==> src/inc/ramp_pkg.sv <==
/*
  Shared constants and types for the frequency ramp generator: register
  offsets, field positions, reset values and the sequencer state encoding.
  Assumes a 32-bit APB register bus and a 34-bit signed ramp numerator.
*/
package ramp_pkg;
  // Register byte offsets.
  localparam logic [7:0] ADDR_CTRL = 8'h00;
  localparam logic [7:0] ADDR_CMD = 8'h04;
  localparam logic [7:0] ADDR_STEP0 = 8'h08;
  localparam logic [7:0] ADDR_STEP1 = 8'h0C;
  localparam logic [7:0] ADDR_SEG0 = 8'h10;
  localparam logic [7:0] ADDR_SEG1 = 8'h14;
  localparam logic [7:0] ADDR_BURST = 8'h18;
  localparam logic [7:0] ADDR_THR_LO = 8'h1C;
  localparam logic [7:0] ADDR_THR_HI = 8'h20;
  localparam logic [7:0] ADDR_LIML_LO = 8'h24;
  localparam logic [7:0] ADDR_LIML_HI = 8'h28;
  localparam logic [7:0] ADDR_LIMH_LO = 8'h2C;
  localparam logic [7:0] ADDR_LIMH_HI = 8'h30;
  localparam logic [7:0] ADDR_INIT = 8'h34;
  localparam logic [7:0] ADDR_STATUS = 8'h38;
  localparam logic [7:0] ADDR_NUM = 8'h3C;
  // Control register fields.
  localparam int CTRL_ENABLE = 0;
  localparam int CTRL_MANUAL = 1;
  localparam int CTRL_HALVE = 2;
  localparam int CTRL_RECAL = 3;
  localparam int CTRL_REPSRC = 4;
  localparam int CTRL_TRIGA = 8;
  localparam int CTRL_TRIGB = 12;
  localparam int CMD_START = 0;
  // Segment configuration fields.
  localparam int SEG_SUCC = 16;
  localparam int SEG_ADV = 17;
  localparam int SEG_RESTORE = 19;
  // Advance and repeat-count source codes.
  localparam logic [1:0] SRC_TIMEOUT = 2'h0;
  localparam logic [1:0] SRC_TRIG_A = 2'h1;
  localparam logic [1:0] SRC_TRIG_B = 2'h2;
  // Trigger source codes.
  localparam logic [3:0] TRG_CLK_RISE = 4'h1;
  localparam logic [3:0] TRG_DIR_RISE = 4'h2;
  localparam logic [3:0] TRG_ALWAYS = 4'h4;
  localparam logic [3:0] TRG_CLK_FALL = 4'h9;
  localparam logic [3:0] TRG_DIR_FALL = 4'hA;
  // Reset values.
  localparam logic [15:0] CTRL_RST = 16'h0000;
  localparam logic [33:0] LIML_RST = 34'h200000000;
  localparam logic [33:0] LIMH_RST = 34'h1FFFFFFFF;
  localparam logic [33:0] THR_RST = 34'h000000000;
  localparam logic [31:0] INIT_RST = 32'h00000000;
  // Sequencer states.
  typedef enum logic [2:0] {
    ST_IDLE = 3'b001,
    ST_RUN = 3'b010,
    ST_HALT = 3'b100
  } state_e;
endpackage

==> src/inc/trig_if.sv <==
/*
  Carrier between the ramp core and its pin trigger unit.
  Assumes both ends run on the same register clock.
*/
`timescale 1ns/1ps
interface trig_if;
  logic [3:0] src_a;
  logic [3:0] src_b;
  logic trig_a;
  logic trig_b;
  logic clk_rise;
  logic dir_level;
  modport unit (input src_a, input src_b, output trig_a, output trig_b,
    output clk_rise, output dir_level);
  modport core (output src_a, output src_b, input trig_a, input trig_b,
    input clk_rise, input dir_level);
endinterface

==> src/core/ramp_trigger.sv <==
/*
  Pin trigger unit: synchronises the sweep clock and direction pins and
  decodes the two trigger sources into single-cycle edge events, or a constant level for the always code.
  Assumes the pins are asynchronous to pclk and change slowly.
*/
`timescale 1ns/1ps
module ramp_trigger (
  // Clock and reset.
  input wire logic pclk,
  input wire logic presetn,
  // Asynchronous pins.
  input wire logic sweep_clock_pin,
  input wire logic sweep_direction_pin,
  // Core side.
  trig_if.unit tif
);
  typedef struct packed {
    logic [2:0] csync;
    logic [2:0] dsync;
    logic cst;
    logic dst;
    logic [1:0] trig;
    logic crise;
  } trig_s;

  trig_s s_q, s_d;
  logic [3:0] ev;
  logic [3:0] code;

  // Stage 0 feeds stage 1 only; stages 1 and 2 must agree before a change counts.
  always_comb begin
    s_d = s_q;
    ev = 4'h0;
    code = 4'h0;
    s_d.csync = {s_q.csync[1:0], sweep_clock_pin};
    s_d.dsync = {s_q.dsync[1:0], sweep_direction_pin};
    if (s_q.csync[1] == s_q.csync[2]) begin
      s_d.cst = s_q.csync[2];
    end
    if (s_q.dsync[1] == s_q.dsync[2]) begin
      s_d.dst = s_q.dsync[2];
    end
    ev[0] = s_d.cst & ~s_q.cst;
    ev[1] = ~s_d.cst & s_q.cst;
    ev[2] = s_d.dst & ~s_q.dst;
    ev[3] = ~s_d.dst & s_q.dst;
    s_d.crise = ev[0];
    // Both triggers decode the same code table; invalid codes never fire.
    for (int i = 0; i < 2; i++) begin
      code = (i == 0) ? tif.src_a : tif.src_b;
      unique case (code)
        ramp_pkg::TRG_CLK_RISE: s_d.trig[i] = ev[0];
        ramp_pkg::TRG_DIR_RISE: s_d.trig[i] = ev[2];
        ramp_pkg::TRG_ALWAYS: s_d.trig[i] = 1'b1;
        ramp_pkg::TRG_CLK_FALL: s_d.trig[i] = ev[1];
        ramp_pkg::TRG_DIR_FALL: s_d.trig[i] = ev[3];
        default: s_d.trig[i] = 1'b0;
      endcase
    end
  end

  // State register.
  always_ff @(posedge pclk or negedge presetn) begin
    if (!presetn) begin
      s_q <= '0;
    end else begin
      s_q <= s_d;
    end
  end

  // Outputs straight from the state register.
  assign tif.trig_a = s_q.trig[0];
  assign tif.trig_b = s_q.trig[1];
  assign tif.clk_rise = s_q.crise;
  assign tif.dir_level = s_q.dst;
endmodule

==> src/core/ramp_gen.sv <==
/*
  Frequency ramp generator for a fractional-N synthesizer, with an APB
  register slave, a two-segment automatic sequencer and manual pin ramping.
  Assumes pd_tick is a one-cycle phase-detector pulse in the pclk domain and
  that the VCO calibrator answers each vco_cal_start with vco_cal_done.
*/
// Operation
// - Auto ramp only when enabled and not manual.
// - Writing calibration start launches the ramp.
// - Sweep clock is phase-detector clock, optionally halved.
// - Segment lasts its length plus calibration time.
// - Signed 30-bit step added each sweep clock.
// - Successor bit picks the following segment.
// - Advance source: timeout, trigger A, trigger B.
// - Trigger codes decode pin edges or always.
// - Restore bit returns numerator to start value.
// - Burst count ends a terminating pattern.
// - Burst count source: transition, trigger A, B.
// - Manual mode recalibrates every step when enabled.
// - Threshold movement forces a VCO recalibration.
// - Numerator is clamped between low and high limits.
// - Per-segment recalibration at each segment start.
`timescale 1ns/1ps
module ramp_gen #(
  parameter int NUM_W = 34
) (
  // Clock and reset.
  input wire logic pclk,
  input wire logic presetn,
  // APB slave.
  input wire logic psel,
  input wire logic penable,
  input wire logic pwrite,
  input wire logic [7:0] paddr,
  input wire logic [31:0] pwdata,
  output logic [31:0] prdata,
  output logic pready,
  output logic pslverr,
  // Synthesizer side.
  input wire logic pd_tick,
  input wire logic vco_cal_done,
  output logic vco_cal_start,
  output logic [31:0] fraction_numerator,
  // Pins.
  input wire logic sweep_clock_pin,
  input wire logic sweep_direction_pin
);
  typedef struct packed {
    // Sequencer state.
    ramp_pkg::state_e st;
    // Configuration words.
    logic [15:0] ctrl;
    logic [29:0] step0;
    logic [29:0] step1;
    logic [19:0] cfg0;
    logic [19:0] cfg1;
    logic [12:0] burst;
    logic [NUM_W-1:0] thr;
    logic [NUM_W-1:0] liml;
    logic [NUM_W-1:0] limh;
    logic [31:0] init;
    // Running pattern.
    logic seg;
    logic [15:0] len;
    logic [NUM_W-1:0] num;
    logic [NUM_W-1:0] ref_n;
    logic [NUM_W-1:0] origin;
    logic [12:0] reps;
    // Halving, calibration, held triggers.
    logic half;
    logic cal_wait;
    logic cal_req;
    logic pend_a;
    logic pend_b;
    // Registered bus answer.
    logic [31:0] prdata;
    logic pready;
    logic pslverr;
  } core_s;

  core_s s_q, s_d;
  trig_if tif ();

  // Bus phase decode.
  logic setup;
  logic wr;

  // Start command and mode bits.
  logic start;
  logic en;
  logic man;

  // Sweep clock and segment control.
  logic tick;
  logic busy;
  logic adv;
  logic do_step;

  // Current and next segment words.
  logic [19:0] cfg;
  logic [19:0] ncfg;
  logic [1:0] rsrc;

  // Step, clamped sum, threshold distance.
  logic [NUM_W-1:0] stp;
  logic [NUM_W-1:0] sum;
  logic [NUM_W-1:0] delta;

  // Trigger configuration handed to the pin unit.
  assign tif.src_a = s_q.ctrl[ramp_pkg::CTRL_TRIGA +: 4];
  assign tif.src_b = s_q.ctrl[ramp_pkg::CTRL_TRIGB +: 4];

  // Pin synchroniser and trigger decoder.
  ramp_trigger u_trig (
    .pclk(pclk),
    .presetn(presetn),
    .sweep_clock_pin(sweep_clock_pin),
    .sweep_direction_pin(sweep_direction_pin),
    .tif(tif)
  );

  // Register access, sequencer and numerator arithmetic.
  always_comb begin
    // Pulses default low; all else holds.
    s_d = s_q;
    s_d.cal_req = 1'b0;
    s_d.pready = 1'b0;
    s_d.pslverr = 1'b0;
    start = 1'b0;
    adv = 1'b0;
    do_step = 1'b0;
    stp = '0;
    sum = '0;
    delta = '0;

    // Decoded bus, mode and segment views.
    setup = psel & ~penable;
    wr = psel & penable & pwrite & s_q.pready;
    en = s_q.ctrl[ramp_pkg::CTRL_ENABLE];
    man = s_q.ctrl[ramp_pkg::CTRL_MANUAL];
    rsrc = s_q.ctrl[ramp_pkg::CTRL_REPSRC +: 2];
    cfg = s_q.seg ? s_q.cfg1 : s_q.cfg0;
    ncfg = cfg[ramp_pkg::SEG_SUCC] ? s_q.cfg1 : s_q.cfg0;
    busy = s_q.cal_wait | s_q.cal_req;

    // Setup phase: prepare read data; the access phase follows with pready.
    if (setup) begin
      s_d.pready = 1'b1;
      // Unmapped and write-only words read 0.
      s_d.prdata = 32'h00000000;
      unique case (paddr)
        ramp_pkg::ADDR_CTRL: s_d.prdata = {16'h0000, s_q.ctrl};
        ramp_pkg::ADDR_CMD: s_d.prdata = 32'h00000000;
        ramp_pkg::ADDR_STEP0: s_d.prdata = {2'b00, s_q.step0};
        ramp_pkg::ADDR_STEP1: s_d.prdata = {2'b00, s_q.step1};
        ramp_pkg::ADDR_SEG0: s_d.prdata = {12'h000, s_q.cfg0};
        ramp_pkg::ADDR_SEG1: s_d.prdata = {12'h000, s_q.cfg1};
        ramp_pkg::ADDR_BURST: s_d.prdata = {19'h00000, s_q.burst};
        ramp_pkg::ADDR_THR_LO: s_d.prdata = s_q.thr[31:0];
        ramp_pkg::ADDR_THR_HI: s_d.prdata = {30'h00000000, s_q.thr[33:32]};
        ramp_pkg::ADDR_LIML_LO: s_d.prdata = s_q.liml[31:0];
        ramp_pkg::ADDR_LIML_HI: s_d.prdata = {30'h00000000, s_q.liml[33:32]};
        ramp_pkg::ADDR_LIMH_LO: s_d.prdata = s_q.limh[31:0];
        ramp_pkg::ADDR_LIMH_HI: s_d.prdata = {30'h00000000, s_q.limh[33:32]};
        ramp_pkg::ADDR_INIT: s_d.prdata = s_q.init;
        ramp_pkg::ADDR_STATUS: begin
          s_d.prdata = {12'h000, s_q.reps, s_q.cal_wait, s_q.seg, 2'b00, s_q.st};
        end
        ramp_pkg::ADDR_NUM: s_d.prdata = s_q.num[31:0];
        default: s_d.pslverr = 1'b1;
      endcase
    end

    // Access phase: writes take effect at the edge that samples pready.
    if (wr) begin
      // Read-only and unmapped writes drop.
      unique case (paddr)
        ramp_pkg::ADDR_CTRL: s_d.ctrl = pwdata[15:0];
        ramp_pkg::ADDR_CMD: start = pwdata[ramp_pkg::CMD_START];
        ramp_pkg::ADDR_STEP0: s_d.step0 = pwdata[29:0];
        ramp_pkg::ADDR_STEP1: s_d.step1 = pwdata[29:0];
        ramp_pkg::ADDR_SEG0: s_d.cfg0 = pwdata[19:0];
        ramp_pkg::ADDR_SEG1: s_d.cfg1 = pwdata[19:0];
        ramp_pkg::ADDR_BURST: s_d.burst = pwdata[12:0];
        ramp_pkg::ADDR_THR_LO: s_d.thr[31:0] = pwdata;
        ramp_pkg::ADDR_THR_HI: s_d.thr[33:32] = pwdata[1:0];
        ramp_pkg::ADDR_LIML_LO: s_d.liml[31:0] = pwdata;
        ramp_pkg::ADDR_LIML_HI: s_d.liml[33:32] = pwdata[1:0];
        ramp_pkg::ADDR_LIMH_LO: s_d.limh[31:0] = pwdata;
        ramp_pkg::ADDR_LIMH_HI: s_d.limh[33:32] = pwdata[1:0];
        ramp_pkg::ADDR_INIT: s_d.init = pwdata;
        default: s_d.init = s_q.init;
      endcase
    end

    // Sweep clock: every phase-detector tick, or every second when halved.
    // Phase is cleared while halving is off.
    tick = pd_tick & (~s_q.ctrl[ramp_pkg::CTRL_HALVE] | s_q.half);
    if (pd_tick && s_q.ctrl[ramp_pkg::CTRL_HALVE]) begin
      s_d.half = ~s_q.half;
    end else if (!s_q.ctrl[ramp_pkg::CTRL_HALVE]) begin
      s_d.half = 1'b0;
    end

    // Calibration done clears the wait; a new request below wins.
    if (vco_cal_done) begin
      s_d.cal_wait = 1'b0;
    end

    // Trigger events are held until the sweep clock consumes them.
    // A timeout tick switches without a step.
    // Nothing moves while calibrating.
    if (s_q.st == ramp_pkg::ST_RUN && !busy && tick) begin
      if (cfg[ramp_pkg::SEG_ADV +: 2] == ramp_pkg::SRC_TIMEOUT) begin
        adv = (s_q.len == cfg[15:0]);
      end else if (cfg[ramp_pkg::SEG_ADV +: 2] == ramp_pkg::SRC_TRIG_A) begin
        adv = s_q.pend_a;
      end else if (cfg[ramp_pkg::SEG_ADV +: 2] == ramp_pkg::SRC_TRIG_B) begin
        adv = s_q.pend_b;
      end
      if (adv) begin
        s_d.seg = cfg[ramp_pkg::SEG_SUCC];
        s_d.len = 16'h0000;
        s_d.pend_a = 1'b0;
        s_d.pend_b = 1'b0;
        // Restore removes accumulated round-off.
        if (ncfg[ramp_pkg::SEG_RESTORE]) begin
          s_d.num = s_q.origin;
          s_d.ref_n = s_q.origin;
        end
        if (s_q.ctrl[ramp_pkg::CTRL_RECAL]) begin
          s_d.cal_req = 1'b1;
        end
        if (rsrc == ramp_pkg::SRC_TIMEOUT) begin
          s_d.reps = 13'(s_q.reps + 13'h0001);
        end
      end else begin
        do_step = 1'b1;
        stp = NUM_W'($signed(s_q.seg ? s_q.step1 : s_q.step0));
        s_d.len = 16'(s_q.len + 16'h0001);
      end
    end

    // A new event wins over the clear above.
    if (tif.trig_a) begin
      s_d.pend_a = 1'b1;
    end
    if (tif.trig_b) begin
      s_d.pend_b = 1'b1;
    end

    // Repeat counting on trigger events while the pattern runs.
    // Transitions count at the advance above.
    if (s_q.st == ramp_pkg::ST_RUN) begin
      if ((rsrc == ramp_pkg::SRC_TRIG_A && tif.trig_a) ||
          (rsrc == ramp_pkg::SRC_TRIG_B && tif.trig_b)) begin
        s_d.reps = 13'(s_q.reps + 13'h0001);
      end
      if (s_q.burst != 13'h0000 && s_d.reps >= s_q.burst) begin
        s_d.st = ramp_pkg::ST_HALT;
      end
    end

    // Manual pin ramping: direction picks the step; edges while calibrating are lost.
    // An edge is a one-cycle event, never queued.
    if (en && man && tif.clk_rise && !busy) begin
      do_step = 1'b1;
      stp = NUM_W'($signed(tif.dir_level ? s_q.step1 : s_q.step0));
      if (s_q.ctrl[ramp_pkg::CTRL_RECAL]) begin
        s_d.cal_req = 1'b1;
      end
    end

    // Step the numerator, clamp it and watch the recalibration threshold.
    if (do_step) begin
      sum = NUM_W'(s_q.num + stp);
      if ($signed(sum) > $signed(s_q.limh)) begin
        sum = s_q.limh;
      end else if ($signed(sum) < $signed(s_q.liml)) begin
        sum = s_q.liml;
      end
      s_d.num = sum;
      // Signed distance from ref_n, set at start, restore and the last threshold calibration.
      delta = NUM_W'(sum - s_q.ref_n);
      if (s_q.thr != '0 && ($signed(delta) >= $signed(s_q.thr) ||
          $signed(delta) <= -$signed(s_q.thr))) begin
        s_d.cal_req = 1'b1;
        s_d.ref_n = sum;
      end
    end

    // A start write while enabled loads the start value and calibrates; auto mode then runs.
    // In manual mode a start only loads and calibrates.
    if (start && en) begin
      s_d.num = NUM_W'(s_q.init);
      s_d.origin = NUM_W'(s_q.init);
      s_d.ref_n = NUM_W'(s_q.init);
      s_d.cal_req = 1'b1;
      if (!man) begin
        s_d.st = ramp_pkg::ST_RUN;
        s_d.seg = 1'b0;
        s_d.len = 16'h0000;
        s_d.reps = 13'h0000;
        s_d.pend_a = tif.trig_a;
        s_d.pend_b = tif.trig_b;
      end
    end

    // Leaving auto mode returns to idle.
    if (!en || man) begin
      s_d.st = ramp_pkg::ST_IDLE;
    end

    // Any request opens the calibration wait.
    if (s_d.cal_req) begin
      s_d.cal_wait = 1'b1;
    end
  end

  // State register with documented reset values.
  always_ff @(posedge pclk or negedge presetn) begin
    if (!presetn) begin
      s_q <= '0;
      s_q.st <= ramp_pkg::ST_IDLE;
      s_q.ctrl <= ramp_pkg::CTRL_RST;
      s_q.thr <= ramp_pkg::THR_RST;
      s_q.liml <= ramp_pkg::LIML_RST;
      s_q.limh <= ramp_pkg::LIMH_RST;
      s_q.init <= ramp_pkg::INIT_RST;
    end else begin
      s_q <= s_d;
    end
  end

  // Outputs straight from the state register.
  assign prdata = s_q.prdata;
  assign pready = s_q.pready;
  assign pslverr = s_q.pslverr;
  assign vco_cal_start = s_q.cal_req;
  assign fraction_numerator = s_q.num[31:0];
endmodule

==> config.mk <==
export PLATFORM = sky130hd
export DESIGN_NAME = ramp_gen
export DESIGN_NICKNAME = d
export VERILOG_FILES = /design/src/inc/ramp_pkg.sv /design/src/inc/trig_if.sv /design/src/core/ramp_trigger.sv /design/src/core/ramp_gen.sv
export SDC_FILE = /design/constraint.sdc
export NUM_CORES = 1
export LEC_CHECK = 0
export ABC_AREA = 1
export BUFFER_PORTS_ARGS = -buffer_cell sky130_fd_sc_hd__buf_2
export CAP_MARGIN = 40
export CORE_MARGIN = 2
export CORE_UTILIZATION = 25
export DETAILED_ROUTE_END_ITERATION = 10
export PLACE_DENSITY_LB_ADDON = 0.15
export RECOVER_POWER = 50
export SYNTH_ARGS = -nofsm -noshare
export SYNTH_HDL_FRONTEND = slang
export SYNTH_SLANG_ARGS = --single-unit
==> constraint.sdc <==
create_clock -name pclk -period 16.4 [get_ports pclk]
set_input_delay 2.46 -clock pclk [delete_from_list [all_inputs] [get_ports pclk]]
set_output_delay 2.46 -clock pclk [all_outputs]
set_load 0.1 [all_outputs]
==> metrics.cfg <==
[timing]
setup_viol=0
fmax_ghz=0.0688
rsz0062_at_grt=no
finalCritPeriodShare=0.886
tightest_slew_ns=7.23
period_needed_ns=14.53
fin_skew_ns=0.0695
relSlewSlack=-3.82
maxSlewViolCount=510
hold_ws_ns=0.346
tns_ns=0
hold_viol=0

[routing]
dr.pass1.iters=6
ant_nets=0
wl_per_cell_um=24.8
dr.first_iter.drc_count=2778
drt_drc_violations_left=0
drt-total-wl_mm=147
route.vias.total=29800
via_per_inst=5.04

[placed_design]
hpwl_mm=111
port_buffers=115
dpl.cell_count=5814
gp_congestion=0.938

[logic_synthesis]
syn_area_um2=30800
synthArstFlopShare=1.00
ys_types=59
synth-seq-cells=446
syn_area_per_cell_um2=7.25
syn_nets=4513
synth_top_cell_area_share=0.334
synth_edf_count=0
synthTopCellsByCount=nand2_1, inv_1, o21ai_0
synth_most_common_cell=nand2_1
synthFlopType=dfrtp_1
yosysWarnings=0
synth_cells=4246
synth_top_area_cell=dfrtp_1
ys_seq_area_frac=0.364
synth_area_leaders=dfrtp_1, nand2_1, ha_1, o21ai_0, inv_1

[global_routing]
grt_pass1_wl_mm=210
grt_max_degree=122
grt.overflow.total=0
grtUsageTotal=0.228
grt_pass1_vias=28700
grt_antenna_before_repair=6

[critical_path]
reg2reg_depth=57
path_class=reg2reg
reg2reg_slack_ns=1.87
critical_path.startpoint_type=register
cp_data_arrival_time_ns=15.03
end_kind=register
path_buf_inv=5
max_stage_delay_ns=2.39
critPathMostFrequentCell=nand2_1
r2r-end=s_q[119]
r2r_start=u_trig.tif.dir_level
cp_max_fo=57
crit_family=buffers and inverters
crit_path_top_delay_cell=clkbuf_1
cp.required_ns=16.89

[final_layout]
fin_nets=4513
final_layout_size_suffix_gt1_frac=0.0674
area_delta_synth_final_pct=12.5
final_cell_count_no_fill=5918
fillers=13500

[floorplanning]
ioPinCount=116
rows=128
core_um2=122000
start_util=0.252
die_h_um=355
dieArea_um2=126000
die_w_um=355

[power_and_ir_drop]
combinationalPowerShare=0.055
power_density_nw_per_um2=74.2
p_leak_nw=16.5
ir_drop_uv=77.7
sw_frac_of_total=0.259
pwr-share-seq=0.432
p_switching_mw=0.664
power.internal_mw=1.90
pwr-share-clk=0.513

[worst_hold_path]
hold_path_class=reg2reg
min_from=u_trig.s_d[6]
min_to=u_trig.s_d[7]
whs_path_depth=0

[clock_network]
cts_setup_buffers=0
clk_latency_ns=0.67
clk_pin_slew_ns=0.07
cts.path.max_buffers=3
cts_buffers=54
clkSinkCount=446
clockRootBuffer=clkbuf_16
post_cts_resized=0
hold_buffers=0
cts_tree=built
htreeDepth=2

[status]
status=finished, violations left
violations=capacitance limit, slew limit

[run]
max-cap-violations=8

-- worst max-delay path by stage --
stage	from	to	slack, ns	cells after the start
finish	u_trig.tif.dir_level	s_q[119]	1.87	57
global route	u_trig.tif.dir_level	s_q[119]	0.96	57
CTS	s_q[170]	s_q[92]	2.43	63
detailed placement	pd_tick	s_q[37]	2.11	57
global placement	pd_tick	s_q[90]	2.01	58
floorplan	pd_tick	s_q[90]	5.57	64
-- flip-flops by register name, indices dropped and copies added, names as in the netlist, 2 cells and up --
| signal | flops |
|---|---|
| u_trig.s_q | 3 |
| s_q | 364 |
| fraction_numerator | 32 |
| prdata | 32 |
| rsrc | 2 |
| u_trig.s_d | 4 |
-- power groups by stage --
stage	Combinational, mW	Sequential (mW)	Clock (mW)
floorplan	0.0639	1.13	0
global placement	0.144	1.13	0
detailed placement	0.145	1.13	0
CTS	0.145	1.11	1.34
global route	0.157	1.11	1.38
finish	0.141	1.11	1.32
-- cell type report --
| type | instances | area, um^2 | area share |
|---|---|---|---|
| Antenna cell | 3 | 7.51 | 0.000217 |
| Clock buffer | 84 | 1600 | 0.0463 |
| Clock inverter | 16 | 274 | 0.00791 |
| Inverter | 551 | 2070 | 0.0597 |
| Multi-Input combinational cell | 3025 | 16400 | 0.474 |
| Sequential cell | 446 | 11200 | 0.324 |
| Tap cell | 1625 | 2030 | 0.0587 |
| Timing Repair Buffer | 168 | 1020 | 0.0294 |
-- kinds of logic after synthesis --
kind of cell | after synthesis | synth area share
buf+inv | 775 | 0.105
xor+xnor | 96 | 0.0273
flops | 446 | 0.364
fa+ha+maj | 220 | 0.0897
simple gates | 1677 | 0.224
compound gates | 1032 | 0.190
-- through the flow --
stage | instance area [um^2] | power, mW | worst slack (ns) | utilization
global placement | 32700 | 1.27 | 2.01 | 0.268
global route | 34600 | 2.65 | 0.959 | 0.284
CTS | 34800 | 2.60 | 2.43 | 0.285
floorplan | 30800 | 1.19 | 5.57 | -
detailed placement | 32900 | 1.27 | 2.11 | 0.269
finish | 34600 | 2.57 | 1.87 | 0.284
-- layer usage --
metal	routed length [um]	up-vias	part of all wire	track usage
li1	-	14000	-	-
met1	66900	14500	0.46	0.318
met2	66400	1083	0.45	0.368
met3	9280	192	0.063	0.0329
met4	4090	0	0.028	0.0588
met5	0	-	0	0
-- worst reg2reg max path, delay by kind of cell, from the launching register on --
family	cells	cell delay, ns
compound gates	12	3.42
xor+xnor	2	0.52
fa+ha+maj	5	1.44
buf+inv	5	4.45
flops	1	0.35
simple gates	33	4.22
-- placed cells by master (no fill, tap or decap), types with 33 or more instances in the layout --
cell type and instances:
o22ai_1 79, a221oi_1 33, clkbuf_1 75, nor2_1 213
clkbuf_16 54, a211oi_1 66, o21ai_0 501, ha_1 216
buf_4 35, a21oi_1 184, nand3_1 145, nor3_1 50
nand4_1 48, o21ai_1 57, dfrtp_1 409, dfstp_2 35
buf_2 63, xor2_1 83, nand2_1 1149, inv_1 539
Power figures use the tool's default switching activity.
